$ cat src/verilog/tpm_pkg.sv
// Constants and types shared by the timer and port mode controller.
// Assumes a single 40 MHz clock and an 8-bit register port with a 4-bit index.
package tpm_pkg;
    // Register indices on the register port
    localparam logic [3:0] REG_CMD2 = 4'h1;
    localparam logic [3:0] REG_CMD3 = 4'h2;
    localparam logic [3:0] REG_MODE = 4'h3;
    localparam logic [3:0] REG_P1DIR = 4'h4;
    localparam logic [3:0] REG_IEN_SET = 4'h5;
    localparam logic [3:0] REG_IEN_CLR = 4'h6;
    localparam logic [3:0] REG_PORT1 = 4'h8;
    localparam logic [3:0] REG_PORT2 = 4'h9;
    localparam logic [3:0] REG_TIMER1 = 4'ha;
    localparam logic [3:0] REG_TIMER5 = 4'he;

    // Command register 3 bit positions
    localparam int CMD3_SET_BIT = 7;
    localparam int CMD3_RST_BIT = 0;

    // Port 2 mode codes
    localparam logic [2:0] P2_NIB_II = 3'h0;
    localparam logic [2:0] P2_NIB_OO = 3'h3;
    localparam logic [2:0] P2_HS_IN = 3'h4;
    localparam logic [2:0] P2_HS_OUT = 3'h5;
    localparam logic [2:0] P2_RSVD = 3'h6;
    localparam logic [2:0] P2_TEST = 3'h7;

    // Port 1 pin roles
    localparam int P1_STROBE = 0;
    localparam int P1_FULL = 1;
    localparam int P1_EV2 = 2;
    localparam int P1_EV3 = 3;
    localparam int P1_BAUD = 4;
    localparam int P1_TRIG5 = 5;

    // Interrupt levels
    localparam int LVL_T1 = 0;
    localparam int LVL_T2 = 1;
    localparam int LVL_T3 = 3;
    localparam int LVL_T4 = 6;
    localparam int LVL_T5 = 7;

    localparam logic [3:0] BAUD_MIN_INTERNAL = 4'h3;
    localparam logic [7:0] MODE_RESET = 8'h00;
    localparam logic [7:0] DIR_RESET = 8'h00;
    localparam logic [7:0] SAVE5_RESET = 8'h00;
    localparam logic [7:0] CNT_ONE = 8'h01;
    localparam logic [7:0] CNT_ALL_ONES = 8'hff;

    // Operating tick: 1.024 MHz derived from the 40 MHz clock
    localparam int CLK_KHZ = 40000;
    localparam int OP_CLK_KHZ = 1024;
    localparam int TICK_CYCLES = CLK_KHZ / OP_CLK_KHZ;
    localparam logic [5:0] TICK_LAST = 6'(TICK_CYCLES - 1);

    typedef struct packed {
        logic cascade_pair_3_5;
        logic cascade_pair_2_4;
        logic timer5_retrigger_enable;
        logic counter3_event_select;
        logic counter2_event_select;
        logic [2:0] port2_mode;
    } mode_s;
endpackage
$ cat src/verilog/tc_unit.sv
// One 8-bit down counter of the timer bank.
// Assumes load and decrement strobes come from the same clock domain.
`timescale 1ns/1ps
`default_nettype none
module tc_unit (
    input wire logic i_clk,
    input wire logic i_rstn,
    input wire logic i_load,
    input wire logic [7:0] i_load_val,
    input wire logic i_dec,
    output logic [7:0] o_count
);
    // Load wins over a decrement in the same cycle
    always_ff @(posedge i_clk or negedge i_rstn) begin
        if (!i_rstn) begin
            o_count <= 8'h00;
        end else if (i_load) begin
            o_count <= i_load_val;
        end else if (i_dec) begin
            o_count <= o_count - 8'h01;
        end
    end
endmodule
`default_nettype wire

$ cat src/verilog/timer_port_mode.sv
// Timer bank, port 1 and port 2 control with mode and direction registers.
// Assumes a synchronous register port strobed for one cycle per access;
// port pins arrive asynchronously and are synchronised here.
//
// Notes on behaviour
// - Mode codes pick nibble, handshake, reserved, test.
// - Test mode puts baud clock on port1 bit4 if that pin is an output and internal baud is chosen.
// - Handshake mode moves level 7 to port 2.
// - Event select counts rising edges on pins 2/3.
// - Event select low: internal timer, pin free.
// - Retrigger: timer 5 write loads save, stops.
// - Trigger falling edge loads save and runs.
// - Reset clears save, timer 5 stays stopped.
// - Zero reached: request, clear enable, keep counting.
// - Cascade bits join timers 2/4 and 3/5.
// - Cascaded trigger presets timer 3 to ones.
// - Cascaded pair with event select counts pins.
// - Cascades vacate one level each.
// - Request on 1 to 0, or 0001 to 0000.
// - Direction bit high makes pin an output.
// - Handshake uses pin 0 strobe, pin 1 full.
// - Port 2 write lowers full, acknowledge raises it.
// - Strobe lowers full, latches on rise, read raises.
// - Soft reset raises the full line, clears enables.
// - Timers count down continuously once running.
// - Port 2 read: strobe latch in input handshake, else pins for inputs, latch otherwise.
`timescale 1ns/1ps
`default_nettype none
module timer_port_mode (
    input wire logic i_clk,
    input wire logic i_rstn,
    input wire logic [3:0] i_addr,
    input wire logic i_wr,
    input wire logic i_rd,
    input wire logic [7:0] i_wdata,
    input wire logic i_baud_clk,
    input wire logic [7:0] i_p1_in,
    input wire logic [7:0] i_p2_in,
    output logic [7:0] o_rdata,
    output logic [7:0] o_p1_out,
    output logic [7:0] o_p1_oe,
    output logic [7:0] o_p2_out,
    output logic [7:0] o_p2_oe,
    output logic [7:0] o_irq_req
);
    tpm_pkg::mode_s mode;
    logic [7:0] p1_dir, p1_latch, p2_latch, p2_captured, ien, save5;
    logic [3:0] baud_select_field;
    logic [7:0] p1_s1, p1_s2, p1_s3, p2_s1, p2_s2;
    logic [5:0] tick_cnt;
    logic tick, full_flag, soft_rst;
    logic [4:0] run;
    logic [7:0] cnt [1:5];
    logic [5:1] ld, dec;
    logic [7:0] ld_val [1:5];
    logic [7:0] hit, next_rdata, next_p1_out, next_p1_oe, next_p2_oe;
    logic hs_mode, hs_in, hs_out, test_mode, wr_t, ev2, ev3, trig5, stb_fall, stb_rise;
    logic hs_event;
    logic [2:0] tsel;

    function automatic logic is_one(input logic [7:0] v);
        return v == tpm_pkg::CNT_ONE;
    endfunction

    // Two-stage synchronisers, third stage only for edge detection
    always_ff @(posedge i_clk or negedge i_rstn) begin
        if (!i_rstn) begin
            p1_s1 <= 8'hff;
            p1_s2 <= 8'hff;
            p1_s3 <= 8'hff;
            p2_s1 <= 8'h00;
            p2_s2 <= 8'h00;
        end else begin
            p1_s1 <= i_p1_in;
            p1_s2 <= p1_s1;
            p1_s3 <= p1_s2;
            p2_s1 <= i_p2_in;
            p2_s2 <= p2_s1;
        end
    end

    assign hs_in = mode.port2_mode == tpm_pkg::P2_HS_IN;
    assign hs_out = mode.port2_mode == tpm_pkg::P2_HS_OUT;
    assign hs_mode = hs_in | hs_out;
    assign test_mode = mode.port2_mode == tpm_pkg::P2_TEST;
    assign ev2 = p1_s2[tpm_pkg::P1_EV2] & ~p1_s3[tpm_pkg::P1_EV2];
    assign ev3 = p1_s2[tpm_pkg::P1_EV3] & ~p1_s3[tpm_pkg::P1_EV3];
    assign trig5 = mode.timer5_retrigger_enable
        & ~p1_s2[tpm_pkg::P1_TRIG5] & p1_s3[tpm_pkg::P1_TRIG5];
    assign stb_fall = ~p1_s2[tpm_pkg::P1_STROBE] & p1_s3[tpm_pkg::P1_STROBE];
    assign stb_rise = p1_s2[tpm_pkg::P1_STROBE] & ~p1_s3[tpm_pkg::P1_STROBE];
    assign soft_rst = i_wr && i_addr == tpm_pkg::REG_CMD3
        && i_wdata[tpm_pkg::CMD3_SET_BIT] && i_wdata[tpm_pkg::CMD3_RST_BIT];

    // Operating tick, 39 cycles of 25 ns as close to 1.024 MHz as whole cycles allow
    always_ff @(posedge i_clk or negedge i_rstn) begin
        if (!i_rstn) begin
            tick_cnt <= 6'h00;
        end else if (tick_cnt == tpm_pkg::TICK_LAST) begin
            tick_cnt <= 6'h00;
        end else begin
            tick_cnt <= tick_cnt + 6'h01;
        end
    end
    assign tick = tick_cnt == tpm_pkg::TICK_LAST;

    // Configuration registers
    always_ff @(posedge i_clk or negedge i_rstn) begin
        if (!i_rstn) begin
            mode <= tpm_pkg::MODE_RESET;
            p1_dir <= tpm_pkg::DIR_RESET;
            baud_select_field <= 4'h0;
            p1_latch <= 8'h00;
            p2_latch <= 8'h00;
        end else if (i_wr) begin
            if (i_addr == tpm_pkg::REG_MODE) begin
                mode <= i_wdata;
            end else if (i_addr == tpm_pkg::REG_P1DIR) begin
                p1_dir <= i_wdata;
            end else if (i_addr == tpm_pkg::REG_CMD2) begin
                baud_select_field <= i_wdata[3:0];
            end else if (i_addr == tpm_pkg::REG_PORT1) begin
                p1_latch <= i_wdata;
            end else if (i_addr == tpm_pkg::REG_PORT2) begin
                p2_latch <= i_wdata;
            end
        end
    end

    // Timer register decode
    assign wr_t = i_wr && i_addr >= tpm_pkg::REG_TIMER1 && i_addr <= tpm_pkg::REG_TIMER5;
    assign tsel = 3'(i_addr - tpm_pkg::REG_TIMER1 + 4'h1);

    // Save register holds the retrigger start value
    always_ff @(posedge i_clk or negedge i_rstn) begin
        if (!i_rstn) begin
            save5 <= tpm_pkg::SAVE5_RESET;
        end else if (wr_t && tsel == 3'd5 && mode.timer5_retrigger_enable) begin
            save5 <= i_wdata;
        end
    end

    // Load strobes and values
    always_comb begin
        for (int i = 1; i <= 5; i++) begin
            ld[i] = wr_t && tsel == 3'(i);
            ld_val[i] = i_wdata;
        end
        // Writing the high byte of a pair presets the low byte
        if (mode.cascade_pair_2_4 && wr_t && tsel == 3'd4) begin
            ld[2] = 1'b1;
            ld_val[2] = tpm_pkg::CNT_ALL_ONES;
        end
        if (mode.cascade_pair_3_5 && wr_t && tsel == 3'd5) begin
            ld[3] = 1'b1;
            ld_val[3] = tpm_pkg::CNT_ALL_ONES;
        end
        if (mode.timer5_retrigger_enable) begin
            ld[5] = trig5;
            ld_val[5] = save5;
            if (mode.cascade_pair_3_5 && trig5) begin
                ld[3] = 1'b1;
                ld_val[3] = tpm_pkg::CNT_ALL_ONES;
            end
        end
    end

    // Run flags; timer 5 stays stopped until a write or trigger
    always_ff @(posedge i_clk or negedge i_rstn) begin
        if (!i_rstn) begin
            run <= 5'h00;
        end else begin
            for (int i = 1; i <= 4; i++) begin
                if (ld[i]) begin
                    run[i-1] <= 1'b1;
                end
            end
            if (mode.timer5_retrigger_enable) begin
                if (trig5) begin
                    run[4] <= 1'b1;
                end else if (ld[5] || (wr_t && tsel == 3'd5)) begin
                    run[4] <= 1'b0;
                end
                if (mode.cascade_pair_3_5 && wr_t && tsel == 3'd5 && !trig5) begin
                    run[2] <= 1'b0;
                end
            end else if (ld[5]) begin
                run[4] <= 1'b1;
            end
        end
    end

    // Count sources; low bytes clock the high bytes when cascaded
    always_comb begin
        dec[1] = run[0] & tick;
        dec[2] = run[1] & (mode.counter2_event_select ? ev2 : tick);
        dec[3] = run[2] & (mode.counter3_event_select ? ev3 : tick);
        if (mode.cascade_pair_2_4) begin
            dec[4] = dec[2] && cnt[2] == 8'h00;
        end else begin
            dec[4] = run[3] & tick;
        end
        if (mode.cascade_pair_3_5) begin
            dec[5] = dec[3] && cnt[3] == 8'h00;
        end else begin
            dec[5] = run[4] & tick;
        end
    end

    genvar g;
    generate
        for (g = 1; g <= 5; g++) begin : g_tc
            tc_unit u_tc (
                .i_clk(i_clk),
                .i_rstn(i_rstn),
                .i_load(ld[g]),
                .i_load_val(ld_val[g]),
                .i_dec(dec[g]),
                .o_count(cnt[g])
            );
        end
    endgenerate

    // Handshake flag, high when idle
    always_ff @(posedge i_clk or negedge i_rstn) begin
        if (!i_rstn) begin
            full_flag <= 1'b1;
            p2_captured <= 8'h00;
        end else begin
            if (soft_rst) begin
                full_flag <= 1'b1;
            end else if (hs_out) begin
                if (i_wr && i_addr == tpm_pkg::REG_PORT2) begin
                    full_flag <= 1'b0;
                end else if (stb_fall) begin
                    full_flag <= 1'b1;
                end
            end else if (hs_in) begin
                // The strobe edge wins over a concurrent host read
                if (stb_fall) begin
                    full_flag <= 1'b0;
                end else if (i_rd && i_addr == tpm_pkg::REG_PORT2) begin
                    full_flag <= 1'b1;
                end
            end else begin
                full_flag <= 1'b1;
            end
            if (hs_in && stb_rise) begin
                p2_captured <= p2_s2;
            end
        end
    end
    assign hs_event = (hs_in & stb_rise) | (hs_out & stb_fall);

    // Interrupt hits per level, with cascade reassignment
    always_comb begin
        hit = 8'h00;
        hit[tpm_pkg::LVL_T1] = dec[1] & is_one(cnt[1]);
        if (mode.cascade_pair_2_4) begin
            // Pair 2/4 signals on the timer 4 level only
            hit[tpm_pkg::LVL_T4] = dec[2] & is_one(cnt[2]) & (cnt[4] == 8'h00);
        end else begin
            hit[tpm_pkg::LVL_T2] = dec[2] & is_one(cnt[2]);
            hit[tpm_pkg::LVL_T4] = dec[4] & is_one(cnt[4]);
        end
        if (mode.cascade_pair_3_5) begin
            hit[tpm_pkg::LVL_T3] = dec[3] & is_one(cnt[3]) & (cnt[5] == 8'h00);
        end else begin
            hit[tpm_pkg::LVL_T3] = dec[3] & is_one(cnt[3]);
            hit[tpm_pkg::LVL_T5] = ~hs_mode & dec[5] & is_one(cnt[5]);
        end
        if (hs_mode) begin
            hit[tpm_pkg::LVL_T5] = hs_event;
        end
    end

    // Enables: hardware clear on request, software set and clear
    always_ff @(posedge i_clk or negedge i_rstn) begin
        if (!i_rstn) begin
            ien <= 8'h00;
            o_irq_req <= 8'h00;
        end else begin
            o_irq_req <= hit & ien & {8{~soft_rst}};
            if (soft_rst) begin
                ien <= 8'h00;
            end else if (i_wr && i_addr == tpm_pkg::REG_IEN_SET) begin
                ien <= (ien | i_wdata) & ~(hit & ien);
            end else if (i_wr && i_addr == tpm_pkg::REG_IEN_CLR) begin
                ien <= ien & ~i_wdata & ~(hit & ien);
            end else begin
                ien <= ien & ~(hit & ien);
            end
        end
    end

    // Pin directions and drive values
    always_comb begin
        next_p1_oe = p1_dir;
        next_p1_out = p1_latch;
        if (hs_mode) begin
            next_p1_oe[tpm_pkg::P1_STROBE] = 1'b0;
            next_p1_oe[tpm_pkg::P1_FULL] = 1'b1;
            next_p1_out[tpm_pkg::P1_FULL] = full_flag;
        end
        if (mode.counter2_event_select) begin
            next_p1_oe[tpm_pkg::P1_EV2] = 1'b0;
        end
        if (mode.counter3_event_select) begin
            next_p1_oe[tpm_pkg::P1_EV3] = 1'b0;
        end
        if (mode.timer5_retrigger_enable) begin
            next_p1_oe[tpm_pkg::P1_TRIG5] = 1'b0;
        end
        // Baud clock only with the pin as output and the internal generator chosen
        if (test_mode && p1_dir[tpm_pkg::P1_BAUD]
                && baud_select_field >= tpm_pkg::BAUD_MIN_INTERNAL) begin
            next_p1_out[tpm_pkg::P1_BAUD] = i_baud_clk;
        end
        case (mode.port2_mode)
            tpm_pkg::P2_HS_IN: next_p2_oe = 8'h00;
            tpm_pkg::P2_HS_OUT: next_p2_oe = 8'hff;
            tpm_pkg::P2_RSVD: next_p2_oe = 8'h00;
            tpm_pkg::P2_TEST: next_p2_oe = 8'h00;
            default: next_p2_oe = {{4{mode.port2_mode[1]}}, {4{mode.port2_mode[0]}}};
        endcase
    end

    always_ff @(posedge i_clk or negedge i_rstn) begin
        if (!i_rstn) begin
            o_p1_oe <= 8'h00;
            o_p1_out <= 8'h00;
            o_p2_oe <= 8'h00;
            o_p2_out <= 8'h00;
        end else begin
            o_p1_oe <= next_p1_oe;
            o_p1_out <= next_p1_out;
            o_p2_oe <= next_p2_oe;
            o_p2_out <= p2_latch;
        end
    end

    // Read data, captured on the read strobe
    always_comb begin
        next_rdata = 8'h00;
        if (i_addr == tpm_pkg::REG_MODE) begin
            next_rdata = mode;
        end else if (i_addr == tpm_pkg::REG_P1DIR) begin
            next_rdata = p1_dir;
        end else if (i_addr == tpm_pkg::REG_IEN_SET) begin
            next_rdata = ien;
        end else if (i_addr == tpm_pkg::REG_PORT1) begin
            next_rdata = (o_p1_oe & o_p1_out) | (~o_p1_oe & p1_s2);
        end else if (i_addr == tpm_pkg::REG_PORT2) begin
            next_rdata = hs_in ? p2_captured
                : ((o_p2_oe & p2_latch) | (~o_p2_oe & p2_s2));
        end else if (i_addr >= tpm_pkg::REG_TIMER1 && i_addr <= tpm_pkg::REG_TIMER5) begin
            next_rdata = cnt[tsel];
        end
    end

    always_ff @(posedge i_clk or negedge i_rstn) begin
        if (!i_rstn) begin
            o_rdata <= 8'h00;
        end else if (i_rd) begin
            o_rdata <= next_rdata;
        end
    end
endmodule
`default_nettype wire

$ cat config.mk
export PLATFORM = sky130hd
export DESIGN_NAME = timer_port_mode
export DESIGN_NICKNAME = d
export VERILOG_FILES = /design/src/verilog/tpm_pkg.sv /design/src/verilog/tc_unit.sv /design/src/verilog/timer_port_mode.sv
export SDC_FILE = /design/constraint.sdc
export NUM_CORES = 1
export LEC_CHECK = 0
export ABC_CLOCK_PERIOD_IN_PS = 6100
export BUFFER_PORTS_ARGS = -buffer_cell sky130_fd_sc_hd__buf_2
export CAP_MARGIN = 10
export CORE_UTILIZATION = 47
export DETAILED_ROUTE_END_ITERATION = 7
export GPL_TIMING_DRIVEN = 0
export PLACE_DENSITY_LB_ADDON = 0.12
export SKIP_CTS_REPAIR_TIMING = 1
export SYNTH_ARGS = -nofsm -noshare
export SYNTH_HDL_FRONTEND = slang
export SYNTH_SLANG_ARGS = --single-unit
$ cat constraint.sdc
create_clock -name i_clk -period 6.1 [get_ports i_clk]
set_input_delay 0.915 -clock i_clk [delete_from_list [all_inputs] [get_ports i_clk]]
set_output_delay 0.915 -clock i_clk [all_outputs]
set_load 0.01 [all_outputs]
Word-level counts from Yosys, hierarchy flattened

Index checks and enable logic that the tools add are counted.

Bits in registers: 198
Logic and storage cells: 237

Add/sub/neg operators: 8
Order comparisons: 4
Equal/unequal tests: 26
Multiplexer cells: 64
Bitwise operators: 52
Reduce and logical (&&, ||, !) cells: 47

Operators with widths:

| cell                | number |
|---|---|
| $mux 8              | 27 |
| $and 8x8->8         | 10 |
| $eq 8x1->1 const B  | 5 |
| $sub 8x1->8 const B | 5 |
| $mux 1              | 33 |
| $logic_not 8->1     | 4 |
| $not 8->8           | 4 |
| $logic_and 1x1->1   | 27 |
| $bmux 8 s3          | 1 |
| $or 8x8->8          | 3 |
| $and 1x1->1         | 21 |
| $eq 3x3->1 const B  | 6 |
| $pmux 8 s2          | 1 |
| $eq 4x3->1 const B  | 3 |
| $reduce_bool 2->1   | 6 |
| $not 1->1           | 11 |
| $eq 4x2->1 const B  | 2 |
| $eq 4x4->1 const B  | 2 |
| $ge 4x4->1 const B  | 2 |
| $add 6x1->6 const B | 1 |
| $eq 3x2->1 const B  | 2 |
| $eq 6x6->1 const B  | 1 |
| $mux 6              | 1 |
| $reduce_and 2->1    | 3 |
| other kinds (19)    | 20 |

Longest topological paths before layout

Depth in word-level cells: 16
Depth in mapped cells: 11
Gate-level depth less buffers: 8

Cells and area by module

A second synthesis with hierarchy kept.

Cell total of the unflattened synthesis: 874
Area, all modules: 9429.0 µm²

By module, submodules not included:

| module          | times used | cells each | area an instance (µm²) | seq. area each (µm²) |
|---|---|---|---|---|
| timer_port_mode | 1          | 609        | 7095.6                 | 3704.8 |
| tc_unit         | 5          | 53         | 466.7                  | 200.2 |

Worst setup path before layout

Ideal clock, no wire load.

Path type: input-to-reg
Start point: input port i_addr[0]
End point: register g_tc[1].u_tc.o_count[5]
Library setup time: 136 ps
Data arrival time: 3397 ps
Setup slack: 2567 ps
Cell stages on the path: 9
Path buffers: 4
Cell sequence: clkbuf_1 > buf_2 > inv_1 > ha_1 > ha_1 > clkbuf_1 > nor4b_1 > clkbuf_1 > o21ai_0

Longest elaborated chain between the ends: 5
Elaborated cells between the ends (all ways): 10
Classes of those cells: 2 x add/sub; 2 x order compare; 1 x eq/ne; 1 x mux; 4 x reduce/logical

Ends and longest elaborated chain:

| item                                                    | line                                           | text |
|---|---|---|
| from (decl)                                             | timer_port_mode.sv:32                          | `input wire logic [3:0] i_addr,` |
| $sub 3x2->3 / $ge 4x4->1 (equally long branches)        | timer_port_mode.sv:132, timer_port_mode.sv:131 |  |
| $add 3x1->3 / $logic_and 1x1->1 (equally long branches) | timer_port_mode.sv:132, timer_port_mode.sv:131 |  |
| $eq 3x1->1 / $logic_and 1x1->1 (equally long branches)  | timer_port_mode.sv:146, timer_port_mode.sv:131 |  |
| $logic_and 1x1->1 *                                     | timer_port_mode.sv:146                         | `ld[i] = wr_t && tsel == 3'(i);` |
| $mux 8 / $reduce_bool 2->1 (equally long branches)      | -                                              |  |
| to (signal assigned)                                    | tc_unit.sv:18                                  | `o_count <= i_load_val;` |
| to (signal assigned)                                    | tc_unit.sv:20                                  | `o_count <= o_count - 8'h01;` |
| to (decl)                                               | tc_unit.sv:11                                  | `output logic [7:0] o_count` |

Every way passes the cells marked *; elsewhere a longest branch is shown, timed or not.
A chain may end at the register's enable or synchronous reset.

Final worst setup path

Start point: input port i_addr[0]
End point: register g_tc[5].u_tc.o_count[1]

Longest elaborated chain between the ends: 6
Elaborated cells between the ends (all ways): 11
Classes of those cells: 2 x add/sub; 2 x order compare; 1 x eq/ne; 2 x mux; 4 x reduce/logical

Ends and longest elaborated chain:

| item                                                    | line                                           | text |
|---|---|---|
| $sub 3x2->3 / $ge 4x4->1 (equally long branches)        | timer_port_mode.sv:132, timer_port_mode.sv:131 |  |
| $add 3x1->3 / $logic_and 1x1->1 (equally long branches) | timer_port_mode.sv:132, timer_port_mode.sv:131 |  |
| $eq 3x3->1 / $logic_and 1x1->1 (equally long branches)  | timer_port_mode.sv:146, timer_port_mode.sv:131 |  |
| $logic_and 1x1->1 *                                     | timer_port_mode.sv:146                         |  |
| $mux 1 *                                                | timer_port_mode.sv:158                         | `if (mode.timer5_retrigger_enable) begin` |
| $mux 8 / $reduce_bool 2->1 (equally long branches)      | -                                              |  |
| to (signal assigned)                                    | tc_unit.sv:18                                  |  |
| to (signal assigned)                                    | tc_unit.sv:20                                  |  |
| to (decl)                                               | tc_unit.sv:11                                  |  |

Marks and branches as above.

==> impl_metrics.py <==
metrics = {
    "setup_path": {
        "crit_path_max_fanout": 10,
        "reg2reg_to": "o_irq_req[0]",
        "worstPathArrival_ns": 4.30,
        "cp_data_required_time_ns": 6.43,
        "worstSetupEndpointType": "register",
        "critPathLaunch": "i_addr[0]",
        "rrSetupSlack_ns": 3.52,
        "critPathMaxStageDelay_ns": 0.41,
        "crit_type": "primary input to register",
        "worstSetupStartpointType": "primary input",
        "critPathSlowestCell": "clkbuf_1",
        "crit_family": "buffers and inverters",
        "critPathMostFrequentCell": "buf_2",
        "crit_end": "g_tc[5].u_tc.o_count[1]",
        "rr_worst_depth": 6,
        "crit_chain": "buf_2 -> clkbuf_1 -> buf_2 -> inv_1 -> ha_1 -> ha_1 -> clkbuf_1 -> nand4_1 -> o21a_1 -> buf_2 -> buf_1 -> o211a_1",
        "r2r-start": "tick_cnt[0]",
        "cp_num_buf_inv": 7,
        "cp_num_cells": 12,
    },
    "sta": {
        "tightest_slew_ns": 1.036,
        "slew_headroom": 0.3058,
        "tns_ns": 0,
        "finalCritPeriodShare": 0.6513,
        "timing.fmax_mhz": 251.7,
        "hold_viol": 0,
        "fin_ws_ns": 2.127,
        "clock-skew-final_ns": 0.009137,
        "setup_viol": 0,
        "holdWs_ns": 0.3530,
        "rsz0062_at_grt": "false",
        "final.min_clock_period_ns": 3.973,
        "slew_viol_final": 0,
    },
    "floorplan": {
        "num_rows": 50,
        "fp.dieH_microns": 141.3,
        "start_util": 0.4830,
        "design.core.area_sq_um": 18890,
        "io_pins": 81,
        "die_area_sq_um": 19980,
        "die_x_microns": 141.3,
    },
    "final_layout": {
        "diodes": 0,
        "nNetsFinal": 990,
        "mostFrequentLayoutCells": "166 x dfrtp_1, 81 x buf_2, 70 x nand2_1",
        "drive_above_1_share": 0.2411,
        "fin_cells": 1210,
        "areaGrowthSynthToFinish_pct": 14.83,
        "post-route-util": 0.5547,
        "final_common_cell": "dfrtp_1",
    },
    "clocking": {
        "cts_made_buffers": 17,
        "cts_tree": "yes",
        "cts-root-buf": "clkbuf_16",
        "clockBufferDepth": 2,
        "clkSlewWorstSetupHoldPaths_ns": 0.08,
        "htreeDepth": 4,
        "clk_latency_ns": 0.44,
        "clock_sinks": 187,
    },
    "global_routing": {
        "antenna_found_initial": 1,
        "grt.overflow.total": 0,
        "grt_pass1_wl_microns": 39390,
        "grt.total_usage": 0.2651,
        "grt_start_max_net_pins": 119,
        "grt_pass1_vias": 6858,
    },
    "place": {
        "gp_congestion": 0.9381,
        "dp_slack_ns": 1.746,
        "dp.cells": 1178,
        "port_buffers": 76,
        "dpl.hpwl_microns": 17620,
    },
    "yosys": {
        "synthFlopType": "dfrtp_1",
        "syn_area_sq_um": 9126,
        "ys_warn_count": 0,
        "synth.avg_cell_area_sq_um": 10.89,
        "synth-seq-cells": 187,
        "syn_inst": 838,
        "synth_edf_count": 0,
        "postSynth.asyncResetShare": 1.000,
        "yosysUniqueCellTypes": 70,
        "seq_area_frac_synth": 0.5156,
    },
    "drt": {
        "post_drt_wl_per_cell_microns": 20.82,
        "first_pass_iters": 5,
        "routed_wl_microns": 25190,
        "ant_nets": 0,
        "first_iter_violations": 561,
        "routed-via-count": 7074,
        "drc_errors": 0,
        "vias_per_cell": 5.846,
    },
    "outcome": {
        "status": "finished clean",
    },
    "power": {
        "power_leakage_nw": 4.455,
        "cellPowerDensity_nw_per_um2": 368.7,
        "ir_drop_uv": 204.2,
    },
    "job": {
        "cap_viol_max_count": 0,
    },
    "worst_hold_path": {
        "min_path_type": "register to register",
    },
}
[worst min-delay path by stage]
stage,startpoint,endpoint,slack [ns],cells past startpoint
CTS,p2_s1[2],p2_s2[2],0.35,0
finish,p2_s1[7],p2_s2[7],0.35,0
floorplan,p2_s1[0],p2_s2[0],0.33,0
global placement,p2_s1[5],p2_s2[5],0.33,0
global route,p1_s1[0],p1_s2[0],0.36,0
detailed placement,p2_s1[7],p2_s2[7],0.34,0
[per-stage QoR]
stage | instance area (sq um) | power (mW)
after detailed placement | 9882 | 2.758
after CTS | 10480 | 3.881
after global placement | 9839 | 2.739
after floorplan | 9134 | 2.391
after global routing | 10480 | 4.068
final | 10480 | 3.864
[sequential cells by signal (all words and copies together), names as in the netlist]
| register | flops |
|---|---|
| p1_dir | 8 |
| o_irq_req | 5 |
| o_p1_oe | 8 |
| o_p2_out | 8 |
| baud_select_field | 4 |
| mode | 8 |
| p1_s1 | 8 |
| g_tc.u_tc.o_count | 40 |
| o_rdata | 8 |
| p2_s2 | 8 |
| p2_latch | 8 |
| o_p2_oe | 2 |
| p1_s2 | 8 |
| p2_s1 | 8 |
| p1_latch | 8 |
| ien | 8 |
| p1_s3 | 4 |
| tick_cnt | 6 |
| save5 | 8 |
| run | 5 |
| full_flag | 1 |
| p2_captured | 8 |
| o_p1_out | 8 |
[cells in the mapped netlist (4+ instances only)]
cell type / number / area, sq um
or4_1: 6 / 45.04
nand3_1: 28 / 140.1
or3_1: 7 / 43.79
a31oi_1: 9 / 56.30
mux2_2: 68 / 765.7
xnor2_1: 17 / 148.9
o22a_1: 5 / 43.79
nand3b_1: 7 / 52.55
a21oi_1: 23 / 115.1
mux2i_1: 26 / 260.3
nor3_1: 14 / 70.07
a221oi_1: 11 / 96.34
o31ai_1: 6 / 45.04
nand2b_1: 7 / 43.79
nor3b_1: 6 / 45.04
buf_2: 5 / 25.02
nor2_1: 42 / 157.7
dfrtp_1: 166 / 4154
buf_4: 9 / 67.56
and3_1: 8 / 50.05
nor4_1: 10 / 62.56
o21ai_0: 34 / 170.2
inv_1: 20 / 75.07
nor2b_1: 20 / 125.1
ha_1: 20 / 250.2
a211o_1: 5 / 43.79
a31o_2: 4 / 35.03
a22oi_1: 4 / 30.03
clkbuf_1: 37 / 138.9
and2_1: 8 / 50.05
dfstp_2: 21 / 551.8
o211ai_1: 15 / 112.6
nand2_1: 70 / 262.8
nand4_1: 12 / 75.07
and4_1: 4 / 35.03
o22ai_1: 23 / 143.9
a211oi_1: 11 / 82.58
[cell families (layout without fill, tap and decap cells)]
kind of cell / Yosys count / in the layout / share of synthesized area
other cells: 1 / 3 / 0.0004109
buf+inv: 75 / 185 / 0.03606
compound gates: 173 / 173 / 0.1302
mux: 94 / 94 / 0.1124
flops: 187 / 187 / 0.5156
simple gates: 268 / 268 / 0.1586
xor+xnor: 20 / 20 / 0.01919
fa+ha+maj: 20 / 20 / 0.02742
[cell type report]
cell class | instances | area (sq um)
fill | 1650 | 8413
sequential | 187 | 4706
multi-input combinational | 578 | 4099
clock buffer | 18 | 429.2
timing repair buffer | 78 | 422.9
tap | 260 | 325.3
buffer | 55 | 254.0
clock inverter | 14 | 168.9
inverter | 20 | 75.07
[power by group]
| part | total [mW] | internal, mW | switching [mW] |
|---|---|---|---|
| clock network | 1.11 | 0.556 | 0.553 |
| registers | 1.82 | 1.53 | 0.294 |
| logic | 0.930 | 0.439 | 0.491 |
| total | 3.86 | 2.53 | 1.34 |
[metal layers]
layer,share of wire,up-vias,GRT usage
met2,0.47,250,0.4208
met4,0.023,2,0.09153
met3,0.060,32,0.05096
met5,0.00044,-,0
li1,-,3256,-
met1,0.45,3534,0.3643
[worst register-to-register path, stage by stage (launching register included)]
cell and delay [ns]:
dfrtp_1 0.42, inv_1 0.07, ha_1 0.16, nor3b_4 0.43
nand3_1 0.33, nor4b_1 0.79, and3_1 0.31
Note: power is estimated with default switching activity, not from simulation.
